## src/obcd_pkg.sv

```systemverilog
// constants, field layout and carrier types of the option byte decoder
// assumes one 25 MHz cpu clock and an active low asynchronous reset
package obcd_pkg;
	localparam logic [7:0] OBCD_BYTE_RESET = 8'hFF;
	localparam int OBCD_B0_HALT = 7;
	localparam int OBCD_B0_WDT = 6;
	localparam int OBCD_B0_CLK = 5;
	localparam int OBCD_B0_VD_HI = 4;
	localparam int OBCD_B0_VD_LO = 3;
	localparam int OBCD_B0_RST = 2;
	localparam int OBCD_B0_DIV = 1;
	localparam int OBCD_B0_PROT = 0;
	localparam int OBCD_B1_PKG_HI = 7;
	localparam int OBCD_B1_PKG_LO = 5;
	localparam int OBCD_B1_MCO_HI = 1;
	localparam int OBCD_B1_MCO_LO = 0;
	localparam int OBCD_RST_LONG = 4096;
	localparam int OBCD_RST_SHORT = 256;
	localparam logic [12:0] OBCD_RST_LONG_W = 13'h1000;
	localparam logic [12:0] OBCD_RST_SHORT_W = 13'h0100;
	typedef enum logic [2:0] {
		OBCD_PKG_32, OBCD_PKG_44, OBCD_PKG_56, OBCD_PKG_64, OBCD_PKG_80
	} obcd_pkg_t;
	typedef enum logic [1:0] {OBCD_MCO_HIZ, OBCD_MCO_LOW, OBCD_MCO_HIGH} obcd_mco_t;
	typedef struct packed {
		logic halt_watchdog_reset;
		logic watchdog_always_on;
		logic use_pll;
		logic low_voltage_detector;
		logic auxiliary_voltage_detector;
		logic [12:0] reset_cycles;
		logic halve_input;
		logic readout_protect;
		obcd_pkg_t package_sel;
		obcd_mco_t motor_output_reset_state;
	} obcd_cfg_t;
endpackage

```

## src/obcd_input_halving_opt.sv

```systemverilog
// optional divide by two of the oscillator input as a clock enable
// assumes the oscillator edge pulse already synchronised to clk
`timescale 1ns/100ps
module obcd_input_halving_opt import obcd_pkg::*; (
	input wire logic clk,
	input wire logic rst_b,
	input wire logic halve,
	input wire logic osc_edge,
	output logic osc_en_ff
);
	logic phase_ff;
	always_ff @(posedge clk or negedge rst_b) begin
		if (!rst_b) begin
			phase_ff <= 1'b0;
			osc_en_ff <= 1'b0;
		end else begin
			if (osc_edge)
				phase_ff <= ~phase_ff;
			osc_en_ff <= osc_edge & (~halve | phase_ff);
		end
	end
endmodule

```

## src/obcd_top.sv

```systemverilog
// option byte decode: holds two programmer written bytes, decodes configuration
// assumes the programmer port is synchronous to clk, the oscillator input is not
`timescale 1ns/100ps
module obcd_top import obcd_pkg::*; (
	input wire logic clk,
	input wire logic rst_b,
	input wire logic in_circuit_programming_mode,
	input wire logic test_mode,
	input wire logic prog_wr,
	input wire logic prog_sel,
	input wire logic [7:0] prog_wdata,
	input wire logic prog_erase,
	input wire logic prog_mem_req,
	input wire logic erase_done,
	input wire logic oscillator_input,
	input wire logic halt_entry,
	input wire logic watchdog_active,
	input wire logic watchdog_sw_enable,
	output logic [7:0] prog_rdata_ff,
	output logic prog_mem_grant_ff,
	output logic user_erase_req_ff,
	output obcd_cfg_t cfg_ff,
	output logic watchdog_run_ff,
	output logic halt_reset_ff,
	output logic osc_en_ff,
	output logic [1:0] motor_out_ff,
	output logic motor_oe_b_ff
);
	////////////////////////////////////////////////////////////////
	// non volatile bytes, programmer only
	logic [7:0] byte0_ff = OBCD_BYTE_RESET;
	logic [7:0] byte1_ff = OBCD_BYTE_RESET;
	logic erase_pend_ff;
	logic boot_ff;
	wire prog_ok = in_circuit_programming_mode;
	wire protected_now = ~byte0_ff[OBCD_B0_PROT];
	wire erase_hit = prog_ok & prog_erase & ~erase_pend_ff;
	wire wr_ok = prog_ok & prog_wr & ~prog_erase & ~erase_pend_ff;
	always_ff @(posedge clk or negedge rst_b) begin
		if (!rst_b) begin
			erase_pend_ff <= 1'b0;
			user_erase_req_ff <= 1'b0;
		end else begin
			if (erase_hit & protected_now) begin
				erase_pend_ff <= 1'b1;
				user_erase_req_ff <= 1'b1;
			end else if (erase_pend_ff & erase_done) begin
				erase_pend_ff <= 1'b0;
				user_erase_req_ff <= 1'b0;
			end
		end
	end
	// storage survives reset; only erase brings it back to all ones
	always_ff @(posedge clk) begin
		if ((erase_hit & ~protected_now) | (erase_pend_ff & erase_done)) begin
			byte0_ff <= OBCD_BYTE_RESET;
			byte1_ff <= OBCD_BYTE_RESET;
		end else if (wr_ok & ~prog_sel)
			byte0_ff <= prog_wdata;
		else if (wr_ok & prog_sel)
			byte1_ff <= prog_wdata;
	end
	always_ff @(posedge clk or negedge rst_b) begin
		if (!rst_b) begin
			prog_rdata_ff <= 8'h00;
			prog_mem_grant_ff <= 1'b0;
		end else begin
			prog_rdata_ff <= prog_ok ? (prog_sel ? byte1_ff : byte0_ff) : 8'h00;
			prog_mem_grant_ff <= prog_mem_req & (prog_ok | test_mode) & ~cfg_ff.readout_protect;
		end
	end
	////////////////////////////////////////////////////////////////
	// decode
	function automatic obcd_cfg_t decode(input logic [7:0] b0, input logic [7:0] b1);
		obcd_cfg_t c;
		logic [1:0] vd;
		logic [2:0] pk;
		logic [1:0] mc;
		vd = b0[OBCD_B0_VD_HI:OBCD_B0_VD_LO];
		pk = b1[OBCD_B1_PKG_HI:OBCD_B1_PKG_LO];
		mc = b1[OBCD_B1_MCO_HI:OBCD_B1_MCO_LO];
		c.halt_watchdog_reset = b0[OBCD_B0_HALT];
		c.watchdog_always_on = ~b0[OBCD_B0_WDT];
		c.use_pll = ~b0[OBCD_B0_CLK];
		c.low_voltage_detector = (vd != 2'b10);
		c.auxiliary_voltage_detector = (vd == 2'b00) | (vd == 2'b11);
		c.reset_cycles = (~b0[OBCD_B0_CLK] | ~b0[OBCD_B0_RST]) ?
			OBCD_RST_LONG_W : OBCD_RST_SHORT_W;
		c.halve_input = ~b0[OBCD_B0_DIV];
		c.readout_protect = ~b0[OBCD_B0_PROT];
		case (pk)
			3'h0: c.package_sel = OBCD_PKG_32;
			3'h1: c.package_sel = OBCD_PKG_44;
			3'h2: c.package_sel = OBCD_PKG_56;
			3'h3: c.package_sel = OBCD_PKG_64;
			default: c.package_sel = OBCD_PKG_80;
		endcase
		case (mc)
			2'h1: c.motor_output_reset_state = OBCD_MCO_LOW;
			2'h2: c.motor_output_reset_state = OBCD_MCO_HIGH;
			default: c.motor_output_reset_state = OBCD_MCO_HIZ;
		endcase
		return c;
	endfunction
	wire obcd_cfg_t cfg_now = decode(byte0_ff, byte1_ff);
	localparam obcd_cfg_t OBCD_CFG_DFLT = decode(OBCD_BYTE_RESET, OBCD_BYTE_RESET);
	////////////////////////////////////////////////////////////////
	// sample once after reset release, hold until next reset
	always_ff @(posedge clk or negedge rst_b) begin
		if (!rst_b) begin
			boot_ff <= 1'b1;
			cfg_ff <= OBCD_CFG_DFLT;
		end else begin
			boot_ff <= 1'b0;
			if (boot_ff)
				cfg_ff <= cfg_now;
		end
	end
	////////////////////////////////////////////////////////////////
	// consumers of the configuration
	wire wd_on = cfg_ff.watchdog_always_on | watchdog_sw_enable;
	logic osc_s1_ff, osc_s2_ff, osc_s3_ff;
	always_ff @(posedge clk or negedge rst_b) begin
		if (!rst_b) begin
			watchdog_run_ff <= 1'b0;
			halt_reset_ff <= 1'b0;
			osc_s1_ff <= 1'b0;
			osc_s2_ff <= 1'b0;
			osc_s3_ff <= 1'b0;
		end else begin
			watchdog_run_ff <= wd_on;
			halt_reset_ff <= halt_entry & watchdog_active & cfg_ff.halt_watchdog_reset;
			osc_s1_ff <= oscillator_input;
			osc_s2_ff <= osc_s1_ff;
			osc_s3_ff <= osc_s2_ff;
		end
	end
	// motor port follows the live bytes while in reset, the held config after
	wire [1:0] mco_src = boot_ff ? cfg_now.motor_output_reset_state :
		cfg_ff.motor_output_reset_state;
	always_ff @(posedge clk) begin
		motor_out_ff <= mco_src;
		motor_oe_b_ff <= (mco_src == OBCD_MCO_HIZ);
	end
	obcd_input_halving_opt u_input_halving_opt (
		.clk(clk),
		.rst_b(rst_b),
		.halve(cfg_ff.halve_input),
		.osc_edge(osc_s2_ff & ~osc_s3_ff),
		.osc_en_ff(osc_en_ff)
	);
	////////////////////////////////////////////////////////////////
	// checks
	a_halt_reset: assert property (@(posedge clk) disable iff (!rst_b)
		(halt_entry & watchdog_active) |=> (halt_reset_ff == $past(cfg_ff.halt_watchdog_reset)))
		else $error("halt reset mismatch");
	a_pll_long: assert property (@(posedge clk) disable iff (!rst_b)
		cfg_ff.use_pll |-> cfg_ff.reset_cycles == OBCD_RST_LONG_W)
		else $error("pll must force long reset");
	a_cfg_hold: assert property (@(posedge clk) disable iff (!rst_b)
		!$past(boot_ff) |-> $stable(cfg_ff))
		else $error("config changed after sampling");
	a_prot_block: assert property (@(posedge clk) disable iff (!rst_b)
		cfg_ff.readout_protect |=> !prog_mem_grant_ff)
		else $error("protected access granted");
	a_hidden_read: assert property (@(posedge clk) disable iff (!rst_b)
		!in_circuit_programming_mode |=> prog_rdata_ff == 8'h00)
		else $error("option bytes visible outside programming");
	a_wdt_hw: assert property (@(posedge clk) disable iff (!rst_b)
		cfg_ff.watchdog_always_on |=> watchdog_run_ff)
		else $error("hardware watchdog stopped");
	a_erase_first: assert property (@(posedge clk) disable iff (!rst_b)
		(erase_hit & protected_now) |=> user_erase_req_ff & $stable(byte0_ff))
		else $error("protected erase skipped user memory");
	a_lvd_off: assert property (@(posedge clk) disable iff (!rst_b)
		!cfg_ff.low_voltage_detector |-> !cfg_ff.auxiliary_voltage_detector)
		else $error("aux detector on without low detector");
	a_mco_oe: assert property (@(posedge clk) disable iff (!rst_b)
		!boot_ff |=> (motor_oe_b_ff == ($past(cfg_ff.motor_output_reset_state) == OBCD_MCO_HIZ)))
		else $error("motor output enable wrong");
	c_halt_reset: cover property (@(posedge clk) disable iff (!rst_b) halt_reset_ff);
	c_prot_erase: cover property (@(posedge clk) disable iff (!rst_b) user_erase_req_ff ##[1:20] !user_erase_req_ff);
	c_grant: cover property (@(posedge clk) disable iff (!rst_b) prog_mem_grant_ff);
	c_short_rst: cover property (@(posedge clk) disable iff (!rst_b) cfg_ff.reset_cycles == OBCD_RST_SHORT_W);
endmodule

```

## config.mk

```make
export PLATFORM = sky130hd
export DESIGN_NAME = obcd_top
export DESIGN_NICKNAME = d
export VERILOG_FILES = /design/src/obcd_pkg.sv /design/src/obcd_input_halving_opt.sv /design/src/obcd_top.sv
export SDC_FILE = /design/constraint.sdc
export NUM_CORES = 1
export LEC_CHECK = 0
export BUFFER_PORTS_ARGS = -buffer_cell sky130_fd_sc_hd__buf_4
export CAP_MARGIN = 10
export CORE_AREA = 2 2 94 96
export DETAILED_ROUTE_END_ITERATION = 12
export DIE_AREA = 0 0 96 98
export PLACE_DENSITY = 0.43
export SLEW_MARGIN = 20
export SYNTH_ARGS = -nofsm -noshare
export SYNTH_HDL_FRONTEND = slang
export SYNTH_HIERARCHICAL = 1
export SYNTH_SLANG_ARGS = --single-unit
```

## constraint.sdc

```tcl
create_clock -name clk -period 1.4 [get_ports clk]
set_input_delay 0.14 -clock clk [delete_from_list [all_inputs] [get_ports clk]]
set_output_delay 0.14 -clock clk [all_outputs]
set_load 0.05 [all_outputs]
```

==> results.py <==
metrics = {
    "critical_path": {
        "cp_slowest_cell": "dfrtp_2",
        "rr_worst_depth": 4,
        "path_class": "flop to flop",
        "max_stage_delay_ns": 0.43,
        "cp_max_fo": 8,
        "crit_buf_inv": 1,
        "crit_family": "flip-flops",
        "endpoint_kind": "flop",
        "r2r_end": "byte0_ff[6]",
        "r2r_start": "erase_pend_ff",
        "cp.arrival_ns": 1.59,
        "crit_chain": "nor4bb_4, buf_6, nand2b_4, a221o_1",
        "worst_setup_path_start_kind": "flop",
        "crit_required_ns": 1.59,
        "r2r_setup_slack_ns": -0.005,
    },
    "cells_and_area": {
        "final_cell_mix": "buf_4, dfrtp_1, dfxtp_1",
        "final_nets": 248,
        "register_area_um2": 1190,
        "mostFrequentLayoutCell": "buf_4",
        "areaGrowthSynthToFinish_pct": 31.11,
        "n_fill_cell": 852,
        "multiInputGateArea_um2": 724.4,
        "instances_no_fill": 335,
        "diodes": 0,
        "drive_gt1_share_pct": 35.24,
    },
    "floorplan": {
        "ios": 62,
        "dieWidth_um": 96,
        "die_h_um": 98,
        "core-area_um2": 8466,
        "initial_core_util_pct": 24.14,
        "rows": 34,
        "dieArea_um2": 9408,
    },
    "synthesis": {
        "avgSynthCellArea_um2": 12.09,
        "synth_flop_cell": "dfrtp_1",
        "synth_edf_count": 0,
        "async_flop_share_pct": 62.75,
        "yosysUniqueCellTypes": 32,
        "seq_area_frac_synth_pct": 58.18,
        "ys_ff_latch": 51,
        "synth_area_um2": 2043,
        "synthCells": 169,
        "yosys_warnings": 6,
    },
    "global_routing": {
        "grt_pass1_vias": 1314,
        "grt_pass1_wl_um": 7051,
        "antenna_found_initial": 0,
        "globalRouteTotalUtil_pct": 9.782,
        "overflow": 0,
        "grt_max_degree": 33,
    },
    "sta": {
        "clock_skew_ns": 0.01003,
        "setup_viol": 2,
        "fmax_mhz": 711.7,
        "finalMaxSlewViolations": 0,
        "post-route-period-util_pct": 100.4,
        "hold_violations": 0,
        "fin_tns_setup_ns": -0.007992,
        "fin_ws_ns": -0.005172,
        "finalWorstPathRequiredPeriod_ns": 1.405,
        "rsz0062_at_grt": "true",
    },
    "placed_design": {
        "hpwl_um": 2974,
        "gp_congestion": 0.7002,
        "place_ws_ns": -0.01095,
        "numPlacedInstances": 325,
        "port_buffers": 50,
    },
    "routing": {
        "vias": 1346,
        "ant_nets": 0,
        "wire_per_inst_um": 12.85,
        "drc": 0,
        "wl_um": 4304,
        "first_pass_iters": 4,
        "dr.first_iter.drc_count": 30,
        "vias_per_cell": 4.018,
    },
    "hold_path": {
        "hold_start": "watchdog_sw_enable",
        "hold_path_class": "input port to flop",
        "holdPathEnd": "watchdog_run_ff",
        "worstHoldPathCells": 2,
    },
    "clocking": {
        "path_clk_slew_ns": 0.10,
        "cts.sinks": 51,
        "cts-root-buf": "clkbuf_8",
        "cts_setup_buffers": 0,
        "clk_latency_ns": 0.30,
        "h-tree-depth": 2,
        "cts_tree": "yes",
        "numCtsBuffers": 5,
        "cts_buffer_depth": 2,
    },
    "pwr": {
        "power.density_nw_per_um2": 1646,
        "max-vdd-ir-drop_mv": 0.4486,
        "p_leak_uw": 0.001288,
    },
    "outcome": {
        "status": "complete, but fails checks",
        "violations": "negative setup slack",
    },
    "run": {
        "max_cap_violations": 0,
    },
}
worst max path at each step:
stage                        startpoint          end  slack (ns)  cells after the start
after CTS                 erase_pend_ff  byte0_ff[6]       -0.04                      4
after global placement    erase_pend_ff  byte0_ff[7]        0.03                      4
after global routing      erase_pend_ff  byte0_ff[7]        -0.1                      4
final                     erase_pend_ff  byte0_ff[6]      -0.005                      4
after floorplan           erase_pend_ff  byte0_ff[0]       -0.18                      5
after detailed placement  erase_pend_ff  byte0_ff[6]       -0.01                      4
where the power goes:
group / switching (uW) / leakage (uW) / internal (uW)
combinational: 923 / 0.000683 / 478
sequential: 180 / 0.000544 / 1770
clock: 478 / 0.0000612 / 579
total: 1580 / 0.00129 / 2830
flip-flops by register name (all words and copies together), names as in the netlist, 2 cells and up:
signal,flops
cfg_ff,14
byte0_ff,8
byte1_ff,8
prog_rdata_ff,8
motor_out_ff,2
final cells by class:
type | instances | area share, %
clock buffer | 6 | 3.083
clock inverter | 2 | 1.308
inverter | 13 | 1.822
multi-input combinational | 95 | 27.04
sequential | 51 | 44.42
tap | 108 | 5.044
timing repair buffer | 60 | 17.28
routing by layer:
metal  GRT usage (%)  routed length, um  vias to the layer above
li1                -                  -                      662
met1           13.69               2016                      638
met2           14.53               2013                       42
met3           3.086                244                        4
met4           2.637                 29                        0
met5               0                  0                        -
synthesized netlist by cell type, drive strengths merged, types with 2 or more instances:
| cell type | n | share of area [%] |
|---|---|---|
| mux2 | 3 | 1.7 |
| inv | 13 | 2.4 |
| nand2 | 2 | 0.73 |
| nand3 | 2 | 0.49 |
| o21ai | 6 | 1.5 |
| buf | 17 | 6.4 |
| nand3b | 4 | 1.5 |
| clkbuf | 4 | 0.73 |
| dfrtp | 26 | 32 |
| dfstp | 6 | 7.7 |
| and3 | 9 | 2.8 |
| nor2 | 2 | 0.37 |
| mux2i | 13 | 6.4 |
| a211o | 8 | 3.4 |
| nor2b | 17 | 5.2 |
| dfxtp | 19 | 19 |
| a221o | 8 | 3.9 |
kinds of logic (layout without fill, tap and decap cells):
group / after synthesis / count (layout) / share of synthesized area, %
mux: 16 / 16 / 8.022
xor+xnor: 1 / 1 / 0.4287
simple gates: 39 / 39 / 12.49
other cells: 1 / 12 / 0.1835
compound gates: 26 / 26 / 10.53
buf+inv: 34 / 81 / 9.553
flops: 51 / 51 / 58.17
fa+ha+maj: 1 / 1 / 0.6123
through the flow:
step | total power [uW] | hold slack [ns] | cell area, um^2 | util [%]
after detailed placement | 3395 | 0.1156 | 2525 | 29.83
after floorplan | 2959 | -0.1556 | 2086 | -
after global routing | 4650 | 0.02224 | 2679 | 31.64
after global placement | 3390 | 0.1177 | 2525 | 29.83
after CTS | 4483 | 0.02071 | 2663 | 31.45
final | 4409 | 0.03337 | 2679 | 31.64
what timing repair did:
item,in CTS,in global routing
setup endpoints to repair,10,16
endpoints found under the hold margin,27,0
cloned,0,0
hold buffers,2,0
pin swaps,0,1
resized for setup,0,3
Note: power is estimated with default switching activity, not from simulation.
